`config.mk`:
```
export PLATFORM = sky130hd
export DESIGN_NAME = pimux_top
export DESIGN_NICKNAME = d
export VERILOG_FILES = /design/src/pimux_pkg.sv /design/src/pimux_pad_slice.sv /design/src/pimux_top.sv
export SDC_FILE = /design/constraint.sdc
export NUM_CORES = 1
export LEC_CHECK = 0
export BUFFER_PORTS_ARGS = -buffer_cell sky130_fd_sc_hd__buf_2
export CORE_MARGIN = 8
export CORE_UTILIZATION = 40
export DETAILED_ROUTE_END_ITERATION = 16
export PLACE_DENSITY = 0.73
export SYNTH_ARGS = -nofsm -noshare
export SYNTH_HDL_FRONTEND = slang
export SYNTH_SLANG_ARGS = --single-unit
```
`constraint.sdc`:
```
create_clock -name core_clk -period 2.2 [get_ports core_clk]
set_clock_uncertainty 0.05 [all_clocks]
set_input_delay 0.66 -clock core_clk [delete_from_list [all_inputs] [get_ports core_clk]]
set_output_delay 0.66 -clock core_clk [all_outputs]
set_load 0.02 [all_outputs]
```
`src/pimux_pkg.sv`:
```
// constants and types for the port pad function multiplexer
package pimux_pkg;

  localparam int PAD_NUM = 10;
  localparam int CFG_W   = 6;
  localparam int SEL_W   = 2;

  // pad lanes
  localparam int PAD_PI5  = 0;
  localparam int PAD_PI6  = 1;
  localparam int PAD_PI7  = 2;
  localparam int PAD_PI8  = 3;
  localparam int PAD_PI12 = 4;
  localparam int PAD_PI13 = 5;
  localparam int PAD_PC0  = 6;
  localparam int PAD_PC1  = 7;
  localparam int PAD_PH9  = 8;
  localparam int PAD_PH10 = 9;

  // pad_config_reg fields
  localparam int FSEL_LSB = 0;
  localparam int OBE_BIT  = 2;
  localparam int IBE_BIT  = 3;
  localparam int NMI_BIT  = 4;
  localparam int MED_BIT  = 5;

  localparam logic [SEL_W-1:0] SEL_GPIO = 2'h0;
  localparam logic [SEL_W-1:0] SEL_ONE  = 2'h1;
  localparam logic [SEL_W-1:0] SEL_TWO  = 2'h2;
  localparam logic [SEL_W-1:0] SEL_THREE = 2'h3;

  localparam logic [CFG_W-1:0] CFG_RST_TRI  = 6'h00;
  localparam logic [CFG_W-1:0] CFG_RST_SCAN = 6'h0a;
  localparam logic [CFG_W-1:0] CFG_RST_TDO  = 6'h26;

  localparam logic [CFG_W-1:0] CFG_RST [PAD_NUM] = '{
    CFG_RST_TRI, CFG_RST_TRI, CFG_RST_TRI, CFG_RST_TRI, CFG_RST_TRI,
    CFG_RST_TRI, CFG_RST_SCAN, CFG_RST_TDO, CFG_RST_SCAN, CFG_RST_SCAN};

  // which selectors carry a function on each lane
  localparam logic [PAD_NUM-1:0] AVAIL_ONE   = 10'h037;
  localparam logic [PAD_NUM-1:0] AVAIL_TWO   = 10'h3c7;
  localparam logic [PAD_NUM-1:0] AVAIL_THREE = 10'h000;

  localparam int CONV_CH_PI8  = 16;
  localparam int CONV_CH_PI12 = 20;
  localparam int CONV_CH_PI13 = 21;

  typedef enum logic [2:0] {
    PT_FAST   = 3'h0,
    PT_IN_AN  = 3'h1,
    PT_BIDIR_AN = 3'h2,
    PT_MEDIUM = 3'h3,
    PT_SLOW   = 3'h4
  } pimux_pad_type_t;

  localparam pimux_pad_type_t PAD_TYPE [PAD_NUM] = '{
    PT_SLOW, PT_SLOW, PT_SLOW, PT_BIDIR_AN, PT_BIDIR_AN,
    PT_BIDIR_AN, PT_MEDIUM, PT_FAST, PT_SLOW, PT_MEDIUM};

  function automatic logic pimux_is_analog(pimux_pad_type_t t);
    return (t == PT_IN_AN) || (t == PT_BIDIR_AN);
  endfunction

endpackage

```
`src/pimux_pad_slice.sv`:
```
// one pad lane: output drive selection from the pad configuration
module pimux_pad_slice
  import pimux_pkg::*;
(
  input  wire logic [pimux_pkg::CFG_W-1:0] cfg,
  input  wire logic                        gpio_out,
  input  wire logic [3:1]                  alt_out,
  input  wire logic [3:1]                  alt_oe,
  input  wire logic [3:1]                  avail,
  output logic                             drv,
  output logic                             drv_en
);
  logic [SEL_W-1:0] sel;

  always_comb
  begin
    sel    = cfg[FSEL_LSB +: SEL_W];
    drv    = 1'b0;
    drv_en = 1'b0;
    if (cfg[NMI_BIT])
    begin
      drv    = 1'b0;
      drv_en = 1'b0;
    end
    else if (sel == SEL_GPIO)
    begin
      drv    = gpio_out;
      drv_en = cfg[OBE_BIT];
    end
    else if (avail[sel])
    begin
      drv    = alt_out[sel];
      drv_en = alt_oe[sel];
    end
  end
endmodule

```
`src/pimux_top.sv`:
```
// port pad function multiplexer with per-pad configuration registers
module pimux_top #(
  parameter logic [pimux_pkg::PAD_NUM-1:0] WAKE_MASK = 10'h000
)(
  input  wire logic                                        core_clk,
  input  wire logic                                        rst,
  input  wire logic [pimux_pkg::PAD_NUM-1:0]               cfg_wr_en,
  input  wire logic [pimux_pkg::CFG_W-1:0]                 cfg_wr_data,
  input  wire logic [pimux_pkg::PAD_NUM-1:0]               gpio_out,
  input  wire logic [3:1][pimux_pkg::PAD_NUM-1:0]          alt_out,
  input  wire logic [3:1][pimux_pkg::PAD_NUM-1:0]          alt_oe,
  input  wire logic                                        scan_data_out,
  input  wire logic                                        scan_data_out_en,
  input  wire logic [pimux_pkg::PAD_NUM-1:0]               pad_in,
  output logic      [pimux_pkg::PAD_NUM-1:0]               pad_out,
  output logic      [pimux_pkg::PAD_NUM-1:0]               pad_oe_n,
  output logic      [pimux_pkg::PAD_NUM-1:0]               pad_medium,
  output logic      [pimux_pkg::PAD_NUM*pimux_pkg::CFG_W-1:0] pad_config_state,
  output logic      [pimux_pkg::PAD_NUM-1:0]               gpio_in,
  output logic      [3:1][pimux_pkg::PAD_NUM-1:0]          alt_in,
  output logic                                             scan_data_in,
  output logic                                             scan_clk,
  output logic                                             scan_mode_sel,
  output logic      [pimux_pkg::PAD_NUM-1:0]               nmi_in,
  output logic                                             converter0_standard_input_16,
  output logic                                             converter0_standard_input_20,
  output logic                                             converter0_standard_input_21,
  output logic      [pimux_pkg::PAD_NUM-1:0]               wakeup_line,
  output logic      [pimux_pkg::PAD_NUM-1:0]               ext_irq_line
);
  import pimux_pkg::*;

  logic [CFG_W-1:0]          pad_config_reg [PAD_NUM];
  logic [3:1][PAD_NUM-1:0]   avail_vec;
  logic [3:1][PAD_NUM-1:0]   alt_out_eff;
  logic [3:1][PAD_NUM-1:0]   alt_oe_eff;
  logic [PAD_NUM-1:0]        drv;
  logic [PAD_NUM-1:0]        drv_en;
  logic [PAD_NUM-1:0]        analog_vec;
  logic [PAD_NUM-1:0]        pad_out_reg;
  logic [PAD_NUM-1:0]        pad_oe_n_reg;
  logic [PAD_NUM-1:0]        gpio_in_reg;
  logic [3:1][PAD_NUM-1:0]   alt_in_reg;
  logic [PAD_NUM-1:0]        nmi_in_reg;
  logic [PAD_NUM-1:0]        wake_reg;
  logic [2:0]                conv_reg;
  logic [2:0]                scan_in_reg;

  assign avail_vec[1] = AVAIL_ONE;
  assign avail_vec[2] = AVAIL_TWO;
  assign avail_vec[3] = AVAIL_THREE;

  // scan data out rides selector two of port C 1
  always_comb
  begin
    alt_out_eff = alt_out;
    alt_oe_eff  = alt_oe;
    alt_out_eff[2][PAD_PC1] = scan_data_out;
    alt_oe_eff[2][PAD_PC1]  = scan_data_out_en;
  end

  genvar g;
  generate
    for (g = 0; g < PAD_NUM; g++)
    begin : gen_pad
      // analog path only on analog types
      assign analog_vec[g] = pimux_is_analog(PAD_TYPE[g]);
      assign pad_config_state[g*CFG_W +: CFG_W] = pad_config_reg[g];

      always_ff @(posedge core_clk)
      begin
        if (rst)
          pad_config_reg[g] <= CFG_RST[g];
        else if (cfg_wr_en[g])
          pad_config_reg[g] <= cfg_wr_data;
      end

      pimux_pad_slice u_slice (
        .cfg      (pad_config_reg[g]),
        .gpio_out (gpio_out[g]),
        .alt_out  ({alt_out_eff[3][g], alt_out_eff[2][g], alt_out_eff[1][g]}),
        .alt_oe   ({alt_oe_eff[3][g], alt_oe_eff[2][g], alt_oe_eff[1][g]}),
        .avail    ({avail_vec[3][g], avail_vec[2][g], avail_vec[1][g]}),
        .drv      (drv[g]),
        .drv_en   (drv_en[g])
      );

      always_ff @(posedge core_clk)
      begin
        if (rst)
        begin
          pad_out_reg[g]  <= 1'b0;
          pad_oe_n_reg[g] <= 1'b1;
        end
        else
        begin
          pad_out_reg[g]  <= drv[g];
          pad_oe_n_reg[g] <= ~drv_en[g];
        end
      end

      always_ff @(posedge core_clk)
      begin
        if (rst)
        begin
          gpio_in_reg[g]   <= 1'b0;
          nmi_in_reg[g]    <= 1'b0;
          alt_in_reg[1][g] <= 1'b0;
          alt_in_reg[2][g] <= 1'b0;
          alt_in_reg[3][g] <= 1'b0;
        end
        else
        begin
          gpio_in_reg[g] <= pad_in[g] & pad_config_reg[g][IBE_BIT];
          nmi_in_reg[g]  <= pad_in[g] & pad_config_reg[g][NMI_BIT];
          alt_in_reg[1][g] <= pad_in[g] & ~pad_config_reg[g][NMI_BIT] & avail_vec[1][g]
                              & (pad_config_reg[g][FSEL_LSB +: SEL_W] == SEL_ONE);
          alt_in_reg[2][g] <= pad_in[g] & ~pad_config_reg[g][NMI_BIT] & avail_vec[2][g]
                              & (pad_config_reg[g][FSEL_LSB +: SEL_W] == SEL_TWO);
          alt_in_reg[3][g] <= pad_in[g] & ~pad_config_reg[g][NMI_BIT] & avail_vec[3][g]
                              & (pad_config_reg[g][FSEL_LSB +: SEL_W] == SEL_THREE);
        end
      end

      always_ff @(posedge core_clk)
      begin
        if (rst)
          wake_reg[g] <= 1'b0;
        else
          wake_reg[g] <= pad_in[g] & WAKE_MASK[g];
      end
    end
  endgenerate

  always_ff @(posedge core_clk)
  begin
    if (rst)
      conv_reg <= 3'h0;
    else
      conv_reg <= {pad_in[PAD_PI13] & analog_vec[PAD_PI13],
                   pad_in[PAD_PI12] & analog_vec[PAD_PI12],
                   pad_in[PAD_PI8] & analog_vec[PAD_PI8]};
  end

  always_ff @(posedge core_clk)
  begin
    if (rst)
      scan_in_reg <= 3'h0;
    else
      scan_in_reg <= {alt_in_reg[2][PAD_PH10], alt_in_reg[2][PAD_PH9], alt_in_reg[2][PAD_PC0]};
  end

  always_comb
  begin
    for (int i = 0; i < PAD_NUM; i++)
      pad_medium[i] = pad_config_reg[i][MED_BIT];
  end

  assign pad_out       = pad_out_reg;
  assign pad_oe_n      = pad_oe_n_reg;
  assign gpio_in       = gpio_in_reg;
  assign alt_in        = alt_in_reg;
  assign nmi_in        = nmi_in_reg;
  assign wakeup_line   = wake_reg;
  assign ext_irq_line  = wake_reg;
  assign scan_data_in  = scan_in_reg[0];
  assign scan_clk      = scan_in_reg[1];
  assign scan_mode_sel = scan_in_reg[2];
  assign converter0_standard_input_16 = conv_reg[0];
  assign converter0_standard_input_20 = conv_reg[1];
  assign converter0_standard_input_21 = conv_reg[2];
endmodule

```
==> results of run 1 <==
==> worst max-delay path by stage <==
stage                                    start                    to  slack, ns  depth (start not counted)
after floorplan                            rst  pad_config_reg[0][0]       0.41                          4
after CTS                 pad_config_reg[0][0]   pad_config_state[0]       0.35                          1
final                     pad_config_reg[0][0]   pad_config_state[0]       0.37                          1
after detailed placement                   rst           pad_oe_n[2]       0.29                          4
after global routing      pad_config_reg[0][0]   pad_config_state[0]       0.32                          1
after global placement                     rst  pad_config_reg[7][3]       0.31                          4
==> cells by family after synthesis <==
kind of cell               share of synthesized area, %
muxes                                              3.91
and+or+nand+nor                                    21.6
adders and majority gates                          2.36
AOI/OAI and AO/OA                                  1.18
DFF                                                62.1
buffers and inverters                              8.78
other                                            0.0786
==> layout make-up <==
| type | count | area [µm²] |
|---|---|---|
| fill | 1030 | 5510 |
| inverter | 6 | 22.5 |
| tap | 147 | 184 |
| sequential | 118 | 2960 |
| multi-input combinational | 232 | 1530 |
| timing repair buffer | 198 | 998 |
| clock buffer | 21 | 482 |
| clock inverter | 11 | 120 |
==> stage by stage <==
| stage | cells | instance area, µm² | setup WS [ns] |
|---|---|---|---|
| after floorplan | 410 | 4910 | 0.411 |
| after CTS | 733 | 6300 | 0.353 |
| final | 733 | 6300 | 0.371 |
| after detailed placement | 701 | 5700 | 0.291 |
| after global placement | 701 | 5700 | 0.313 |
| after global routing | 733 | 6300 | 0.321 |
==> synth_stat cells <==
| library cell | n |
|---|---|
| ha_1 | 9 |
| o211a_1 | 1 |
| nor4_1 | 6 |
| or2_2 | 10 |
| edfxtp_1 | 60 |
| nand2_1 | 3 |
| nor3_1 | 1 |
| mux2_2 | 5 |
| conb_1 | 1 |
| inv_1 | 6 |
| o211ai_1 | 1 |
| nor4bb_1 | 2 |
| buf_4 | 49 |
| or4b_4 | 1 |
| buf_2 | 2 |
| clkbuf_1 | 2 |
| nor2b_1 | 20 |
| and3b_1 | 8 |
| and3_1 | 14 |
| nor4b_2 | 1 |
| or4b_1 | 1 |
| dfxtp_1 | 58 |
| and2_1 | 64 |
| nand2b_1 | 9 |
| or4_1 | 5 |
| a221o_2 | 1 |
| nand3_1 | 2 |
| nor2_1 | 10 |
| a221oi_1 | 2 |
| nor3_2 | 2 |
| nand4_1 | 2 |
| a221o_1 | 1 |
| mux2i_1 | 13 |
| buf_6 | 1 |
==> metal layers <==
metal | share of wire (%) | vias up | global-route usage [%] | routed length [µm]
li1 | - | 1605 | - | -
met3 | 8.3 | 8 | 6.84 | 1000
met4 | 0.57 | 2 | 3.87 | 68
met2 | 50 | 163 | 26.3 | 5960
met1 | 41 | 1565 | 17.0 | 4990
met5 | 0.11 | - | 0 | 13
==> power groups by stage <==
stage / Clock (µW) / Combinational, µW / Sequential [µW]
6_report: 2740 / 719 / 2550
5_1_grt: 2890 / 775 / 2570
2_1_floorplan: 0 / 327 / 2760
3_3_place_gp: 0 / 716 / 2590
4_1_cts: 2800 / 727 / 2550
3_5_place_dp: 0 / 726 / 2600
==> worst register-to-register path, stage by stage (launching register included) <==
cell and delay (ns):
edfxtp_1 0.45, inv_1 0.13, ha_1 0.29, or4b_4 0.46, nor3_2 0.15, a221oi_1 0.11
==> cell usage in the layout, fill, tap and decap left out, drive strengths merged <==
cell and n:
clkinvlp 3, a221o 2, nor2b 20, o211ai 1, and3 14, conb 38, nor2 10, bufinv 2
nand3 2, and2 64, and3b 8, ha 9, nand2 3, nor4bb 2, nor4b 1, or4 5
edfxtp 60, o211a 1, dfxtp 58, buf 198, clkbuf 21, or4b 2, a221oi 2, nand2b 9
mux2 5, nand4 2, clkinv 4, or2 10, inv 8, nor4 6, mux2i 13, nor3 3
==> reports/results.txt, run 1 <==
Die height = 125 µm
WL final = 12000 µm
Critical R2R Launch = pad_config_reg[2][0]
GPL Wtd Cong = 0.835
Startpoint type of the worst setup path = flip-flop
Core ar. = 0.0118 mm²
Crit Path Category = flip-flop to output port
Share of the synthesized area in the top cell type = 37.7%
Ant. Diodes = 0
Nets = 682
WHS = 0.378 ns
Worst Hold End = pad_oe_n[3]
Synth warnings = 0
Drt first pass iters = 5
Post-DRT Antenna Nets = 0
Die area = 0.0157 mm²
Vias in the first global route = 3610
Global-route wire length before repair = 18900 µm
Worst endpoint data arrival time = 1.12 ns
Post-Syn Instances = 373
DR DRC count = 0
Post-layout minimum cycle time = 1.83 ns
Root Buffer = clkbuf_16
Peak fanout along the critical path = 7
Worst path max stage delay = 0.51 ns
Final period util = 83.1%
Initial core utilization = 40.4%
Largest area contributor in the netlist = edfxtp_1
IO Port Bufs = 195
RSZ-0062 raised after global routing = false
Final setup viols = 0
FF+latch count, synth = 118
Hold_sp = pad_config_reg[3][2]
Switching power = 1510 µW
Clock share of power = 45.6%
Post-CTS Resized = 0
Switching part of the total power = 25.1%
Clk Latency, worst-skew pair = 0.40 ns
Reg-to-reg endpoint = pad_oe_n[2]
Power Total = 6020 µW
WL/cell = 16.4 µm
GRT Overall Usage = 15.3%
I/O pins = 266
R2R setup slack = 0.44 ns
Via count of the routed design = 3343
Worst path top cell family by delay = flip-flops
Fin. Hold Viols = 0
Worst path buffer plus inverter count = 1
Min-Delay Path Class = flip-flop to flip-flop
Antenna violations before repair = 1
Worst Path Required = 1.49 ns
R2R depth = 5
Pin count of the biggest net entering global routing = 22
Gate power share = 12.0%
Sequential area share after synthesis = 62.1%
Num rows = 40
H-tree levels = 4
CP Capture Type = output port
TNS Setup = 0 ns
Pleak = 0.00304 µW
Vias per cell = 4.56
Post-Syn Area = 0.00477 mm²
Internal = 4510 µW
Fmax = 0.547 GHz
Global route overflow = 0
Initial DRC Count = 154
Total clock sinks = 118
Largest register FFs = 60
Die width = 125 µm
Post-CTS Setup Inserts = 0
CTS Buf Count = 17
Largest cells by area after synthesis = edfxtp_1 38%, dfxtp_1 24%, and2_1 8.4%, buf_4 7.7%, mux2i_1 2.7%
TritonCTS clock tree = done
Min-Delay Path Depth = 1
Clock transition at the registers of the reported paths = 0.05 ns
Sequential share of power = 42.4%
CTS Hold Bufs = 0
Fraction of layout instances using a drive strength above 1 = 42.3%
Slew Limit Fails = 0
Longest Clk Path Bufs = 2
Synth cell types = 34
Peak supply drop = 0.575 mV
Outcome = finished clean
Synth-to-Final Area Change = 32.0%
Final Util = 53.3%
Syn avg cell area = 12.8 µm²
Max-Cap Viols = 0
Hpwl dp = 9240 µm
Pwr Density = 955 mW/mm²
Worst-path cell chain = buf_2
Crit-path slowest cell = edfxtp_1
(Power assumes the default switching activity.)
==> inputs of run 2 (changes only) <==
- clock period: 2.2 -> 1.8 ns (I/O delays scaled with it)
==> run 2 against run 1 <==
Effect of this change:
- die area is the same
- combinational power rose by 26%
- routed wire length increased by 0.71%
- sequential power up 22%
- design area is 0.56% higher
- non-clock buffer count grew 6
- clock power rose by 21%
- first-iteration DRC count down 36%
- critical endpoint unchanged
==> reports/results.txt, run 2 (same netlist as run 1, synthesis figures left out) <==
Nets = 688 (+0.88%)
Worst Path Required = 1.21 ns (-0.28 ns)
CTS Buf Count = 17 (unchanged)
Most frequent cells in the layout = 195 x buf_2, 64 x and2_1, 60 x edfxtp_1
Max-Cap Viols = 0 (unchanged)
Fmax = 0.587 GHz
Pin count of the biggest net entering global routing = 26 (+18%)
Root Buffer = clkbuf_16
Vias per cell = 4.52 (-0.89%)
Register area = 0.00296 mm² (unchanged)
Drt first pass iters = 6 (+1)
Hpwl dp = 9350 µm (+1.2%)
Initial DRC Count = 99 (-36%)
Gate power share = 12.3% (+0.3 points)
Worst path top cell family by delay = flip-flops
Pleak = 0.00305 µW (+0.60%)
DR DRC count = 0 (unchanged)
Post-CTS Resized = 0 (unchanged)
IO Port Bufs = 195 (unchanged)
Fraction of layout instances using a drive strength above 1 = 42.7% (+0.42 points)
Peak supply drop = 0.654 mV (+14%)
Multi-input logic area = 0.00153 mm² (unchanged)
CP Capture Type = output port
Initial core utilization = 40.4% (unchanged)
GPL Wtd Cong = 0.839 (+0.42%)
Worst path buffer plus inverter count = 2 (+1)
Total clock sinks = 118 (unchanged)
Num rows = 40 (unchanged)
I/O pins = 266 (unchanged)
Hold_sp = alt_oe[2]
Design area = 0.00633 mm² (+0.56%)
Cell Count, Final, Fillers Out = 740 (+0.95%)
Worst setup startpoint = pad_config_reg[0][0]
Clock share of power = 45.2% (-0.4 points)
Crit-path slowest cell = edfxtp_1
H-tree levels = 4 (unchanged)
Antenna violations before repair = 1 (unchanged)
Synth-to-Final Area Change = 32.7%
Final period util = 94.7%
Global route overflow = 0 (unchanged)
Sequential share of power = 42.5% (about the same)
Filler instances = 1053 (+2.2%)
Clk Latency, worst-skew pair = 0.39 ns (about the same)
Vias in the first global route = 3644 (+0.94%)
M1 GR Usage = 16.7% (-0.26 points)
WL/cell = 16.4 µm (-0.25%)
Startpoint type of the worst setup path = flip-flop
Switching part of the total power = 25.0% (-0.078 points)
Via count of the routed design = 3345 (+0.060%)
Placed cell area = 0.00574 mm² (+0.79%)
Post-DRT Antenna Nets = 0 (unchanged)
CTS Hold Bufs = 0 (unchanged)
Worst endpoint data arrival time = 1.11 ns (about the same)
Worst-path cell chain = buf_4 > buf_2
Final setup viols = 0 (unchanged)
RSZ-0062 raised after global routing = false
Pwr Density = 1160 mW/mm² (+21%)
Placed Instances = 707 (+0.86%)
Internal = 5490 µW (+22%)
Die area = 0.0157 mm² (unchanged)
Met2 usage = 26.1% (-0.19 points)
WL final = 12100 µm (+0.71%)
Commonest non-fill, non-tap cell in the layout = buf_2
Longest Clk Path Bufs = 2 (unchanged)
Worst path max stage delay = 0.39 ns (-0.12 ns)
TNS Setup = 0 ns (unchanged)
Post-layout minimum cycle time = 1.70 ns
Global-route wire length before repair = 18800 µm (-0.59%)
M3 GR Usage = 6.67% (-0.17 points)
Die height = 125 µm (unchanged)
Crit Path Category = flip-flop to output port
Core ar. = 0.0118 mm² (unchanged)
TritonCTS clock tree = done
Die width = 125 µm (unchanged)
Largest register FFs = 60 (unchanged)
Post-CTS Setup Inserts = 0 (unchanged)
Clock transition at the registers of the reported paths = 0.06 ns (about the same)
GR peak layer = met2
Worst setup margin = 0.0953 ns (-0.276 ns)
Critical R2R Launch = pad_config_reg[1][0]
Outcome = finished clean
Min-Delay Path Class = input port to flip-flop
Slew Limit Fails = 0 (unchanged)
Post-place setup slack = 0.0183 ns (-0.273 ns)
R2R setup slack = 0.14 ns (-0.30 ns)
GRT Overall Usage = 15.3% (-0.046 points)
Switching power = 1830 µW (+21%)
Peak fanout along the critical path = 6 (-1)
Fin. Hold Viols = 0 (unchanged)
run 2: routing by layer:
| metal | up-vias | wire length [µm] |
|---|---|---|
| met2 | 158 | 5950 |
| met5 | - | 13 |
| met1 | 1547 | 5020 |
| li1 | 1625 | - |
| met3 | 13 | 1010 |
| met4 | 2 | 123 |
run 2: final timing paths:
kind                               to  cells after the start
setup / recovery  pad_config_state[0]                      2
hold / removal            pad_oe_n[2]                      2
setup reg to reg          pad_oe_n[1]                      5
hold reg to reg           pad_oe_n[3]                      1
run 2: through the flow:
| stage | utilization (%) | hold slack, ns | power (µW) |
|---|---|---|---|
| after floorplan | - | 0.496 | 3780 |
| final | 53.6 | 0.294 | 7320 |
| after global routing | 53.6 | 0.281 | 7600 |
| after detailed placement | 48.6 | 0.384 | 4080 |
| after CTS | 53.6 | 0.277 | 7400 |
| after global placement | 48.6 | 0.388 | 4060 |
run 2: layout make-up:
cell class | count | area share (%)
inverters | 6 | 0.356
multi-input cells | 232 | 24.2
clock inverters | 14 | 2.53
flip-flops and latches | 118 | 46.8
repair buffers | 204 | 16.5
clock buffers | 18 | 6.77
well taps | 147 | 2.90
diodes | 1 | 0.0395
run 2: power groups by stage:
stage	Clock [µW]	Combinational, µW	Sequential, µW
floorplan	0	400	3380
global placement	0	899	3160
detailed placement	0	912	3160
CTS	3380	915	3110
global route	3500	972	3130
finish	3310	904	3110
run 2: worst register-to-register path: stages (launching register included):
cell	delay, ns
edfxtp_1	0.34
inv_1	0.08
ha_1	0.22
or4b_1	0.57
nor3_2	0.17
a221oi_1	0.11
==> inputs of run 3 (changes only) <==
- ABC_AREA: unset -> 1
- GPL_TIMING_DRIVEN: unset -> 0
- clock period: 1.8 -> 1.9 ns (I/O delays scaled with it)
==> run 3 against run 2 <==
Effect of this change:
- die area grew 0.78%
- first-iteration DRC count is 68% higher
- clock power shrank 4%
- sequential cell count did not move
- largest cell class unchanged
- sequential share of layout area shrank 2.7 points
- non-clock buffer count grew 45
- power down 2.6%
- via count increased by 19%
- worst hold slack improved by 0.049 ns
- synthesized cell count increased by 34%
- critical path depth did not move
==> reports/results.txt, run 3 <==
Relative slew slack = 64.9%
Outcome = finished clean
Clock transition at the registers of the reported paths = 0.06 ns (about the same)
Max-Cap Viols = 0 (unchanged)
Die height = 126 µm (+0.39%)
Vias in the first global route = 3994 (+9.6%)
Critical R2R Launch = pad_config_reg[0][0]
R2R depth = 7 (+2)
Syn avg cell area = 9.65 µm² (-25%)
CP Capture Type = output port
Worst path top cell family by delay = flip-flops
Peak supply drop = 0.402 mV (-39%)
Internal = 5250 µW (-4.3%)
Vias per cell = 4.36 (-3.5%)
Drt first pass iters = 4 (-2)
Clock share of power = 44.6% (-0.6 points)
Longest Clk Path Bufs = 2 (unchanged)
Clk Latency, worst-skew pair = 0.40 ns (about the same)
Largest area contributor in the netlist = edfxtp_1
Top-count cell post-synth = nor2_1
Placed Instances = 878 (+24%)
Switching power = 1880 µW (+2.6%)
Num rows = 40 (unchanged)
Largest register FFs = 60 (unchanged)
Crit Path Category = flip-flop to output port
Post-Syn Area = 0.00482 mm² (+0.89%)
Synth-to-Final Area Change = 39.5%
FF+latch count, synth = 118 (unchanged)
Most frequent cells in the layout = 195 x buf_2, 90 x nor2_1, 89 x nand2_1
Worst-path cell chain = buf_4 > buf_2
Post-place setup slack = -0.0615 ns (-0.0798 ns)
Root Buffer = clkbuf_16
Crit-path slowest cell = edfxtp_1
Worst Tran Pin Value = 0.524 ns
Die area = 0.0158 mm² (+0.78%)
Worst Hold End = gpio_in[5]
Share of the synthesized area in the top cell type = 37.4% (-0.33 points)
Synth cell types = 19 (-44%)
GPL Wtd Cong = 0.783 (-6.6%)
Min-Delay Path Depth = 3 (+1)
Worst endpoint data arrival time = 1.11 ns (about the same)
CTS Buf Count = 17 (unchanged)
Design area = 0.00672 mm² (+6.0%)
Via count of the routed design = 3968 (+19%)
Fraction of registers with async set or reset after synthesis = 0% (unchanged)
Post-CTS Setup Inserts = 0 (unchanged)
Sequential area share after synthesis = 61.5% (-0.55 points)
Top FF cell, synth = edfxtp_1
H-tree levels = 4 (unchanged)
Pwr Density = 1060 mW/mm² (-8.1%)
Worst Path Required = 1.28 ns (+0.07 ns)
Slew Limit Fails = 0 (unchanged)
Initial core utilization = 40.6% (+0.19 points)
Commonest non-fill, non-tap cell in the layout = buf_2
WL/cell = 15.0 µm (-8.2%)
Worst path max stage delay = 0.41 ns (+0.02 ns)
GRT Overall Usage = 17.2% (+2.0 points)
Ant. Diodes = 0 (-1)
Total clock sinks = 118 (unchanged)
Fin. Hold Viols = 0 (unchanged)
Global-route wire length before repair = 21100 µm (+12%)
TNS Setup = 0 ns (unchanged)
WHS = 0.343 ns (+0.0489 ns)
Antenna violations before repair = 0 (-1)
I/O pins = 266 (unchanged)
Placed cell area = 0.00611 mm² (+6.5%)
Cell Count, Final, Fillers Out = 910 (+23%)
Post-DRT Antenna Nets = 0 (unchanged)
Hold_sp = pad_in[5]
Sequential share of power = 41.4% (-1.1 points)
Post-layout minimum cycle time = 1.73 ns
Initial DRC Count = 166 (+68%)
WL final = 13700 µm (+13%)
Global route overflow = 0 (unchanged)
TritonCTS clock tree = done
Synth warnings = 0 (unchanged)
Post-synth EDFFs = 60 (unchanged)
Core ar. = 0.0119 mm² (+0.42%)
Nets = 859 (+25%)
Pin count of the biggest net entering global routing = 17 (-35%)
RSZ-0062 raised after global routing = false
Min-Delay Path Class = input port to flip-flop
DR DRC count = 0 (unchanged)
Fmax = 0.577 GHz
Hpwl dp = 10400 µm (+11%)
Fraction of layout instances using a drive strength above 1 = 36.8% (-5.9 points)
Switching part of the total power = 26.4% (+1.3 points)
Gate power share = 14.0% (+1.7 points)
Worst path buffer plus inverter count = 2 (unchanged)
Post-CTS Resized = 0 (unchanged)
CTS Hold Bufs = 0 (unchanged)
IO Port Bufs = 195 (unchanged)
Post-Syn Instances = 499 (+34%)
Worst setup margin = 0.166 ns (+0.0708 ns)
Final period util = 91.3%
Final setup viols = 0 (unchanged)
Peak fanout along the critical path = 2 (-4)
Largest cells by area after synthesis = edfxtp_1 37%, dfxtp_1 24%, buf_4 7.6%, nor2_1 7.0%, nand2_1 6.9%
Pleak = 0.00350 µW (+15%)
Reg-to-reg endpoint = pad_oe_n[0]
R2R setup slack = 0.50 ns (+0.36 ns)
Most common library cells after synthesis = 90 x nor2_1, 89 x nand2_1, 60 x edfxtp_1, 60 x inv_1, 58 x dfxtp_1
Startpoint type of the worst setup path = flip-flop
Die width = 126 µm (+0.39%)
==> run 3: changes by cell type in the layout (fill, tap and decap cells not counted), sizes merged, moves of 9 or more <==
cell and delta:
nor2b -20, buf +45, and2 -64, and3 -13
inv +57, mux2i -13, nand2b -9, nand2 +86
nand3 +41, nor2 +82
==> run 3: metrics by stage <==
stage               power (µW)  util (%)
floorplan                 3630         -
global placement          3990      51.6
detailed placement        4010      51.6
CTS                       7180      56.6
global route              7400      56.6
finish                    7140      56.6
==> run 3: cells by family (layout without fill, tap and decap cells) <==
family                   count (synthesis)  count (layout)  synth area share, %
AO/OA/AOI/OAI                            9               9                 1.09
adder cells (fa/ha/maj)                  9               9                 2.34
buffers and inverters                  121             348                 14.1
flip-flops                             118             118                 61.5
other                                    1              38               0.0779
AND/OR/NAND/NOR                        241             241                 20.9
==> run 3: area by class of cell <==
type	count	area, µm²
fill	1093	5140
sequential	118	2960
multi-input combinational	297	1310
timing repair buffer	195	976
clock buffer	21	514
buffer	54	428
inverter	67	251
tap	147	184
clock inverter	11	88.8
==> run 3: power groups by stage <==
stage          clock [µW]  combinational (µW)  sequential, µW
6_report             3180                1000            2950
5_1_grt              3340                1090            2970
4_1_cts              3220                1010            2950
3_5_place_dp            0                1000            3000
3_3_place_gp            0                 992            3000
2_1_floorplan           0                 439            3200
==> run 3: per-layer routing <==
layer,GRT usage (%),up-vias,wire length (µm)
li1,-,1994,-
met1,18.7,1800,5380
met2,30.4,155,6930
met3,5.65,19,1080
met4,6.81,0,283
met5,0,-,0
==> run 3: worst reg2reg max path, cell delays in order, from the launching register on <==
cell and delay, ns:
edfxtp_1 0.46, inv_1 0.15, ha_1 0.31, inv_1 0.03, nor2_1 0.11, nand2_1 0.07
nand2_1 0.05, nand2_1 0.04
==> run 3: how the worst max path moves through the flow <==
stage	start	slack (ns)	depth (start not counted)	endpoint
after floorplan	rst	0.46	3	pad_config_reg[0][0]
after global placement	rst	-0.03	4	pad_config_reg[7][5]
after detailed placement	rst	-0.06	4	pad_config_reg[7][5]
after CTS	pad_config_reg[4][5]	0.14	2	pad_medium[4]
after global routing	pad_config_reg[4][5]	0.12	2	pad_medium[4]
final	pad_config_reg[3][5]	0.17	2	pad_medium[3]
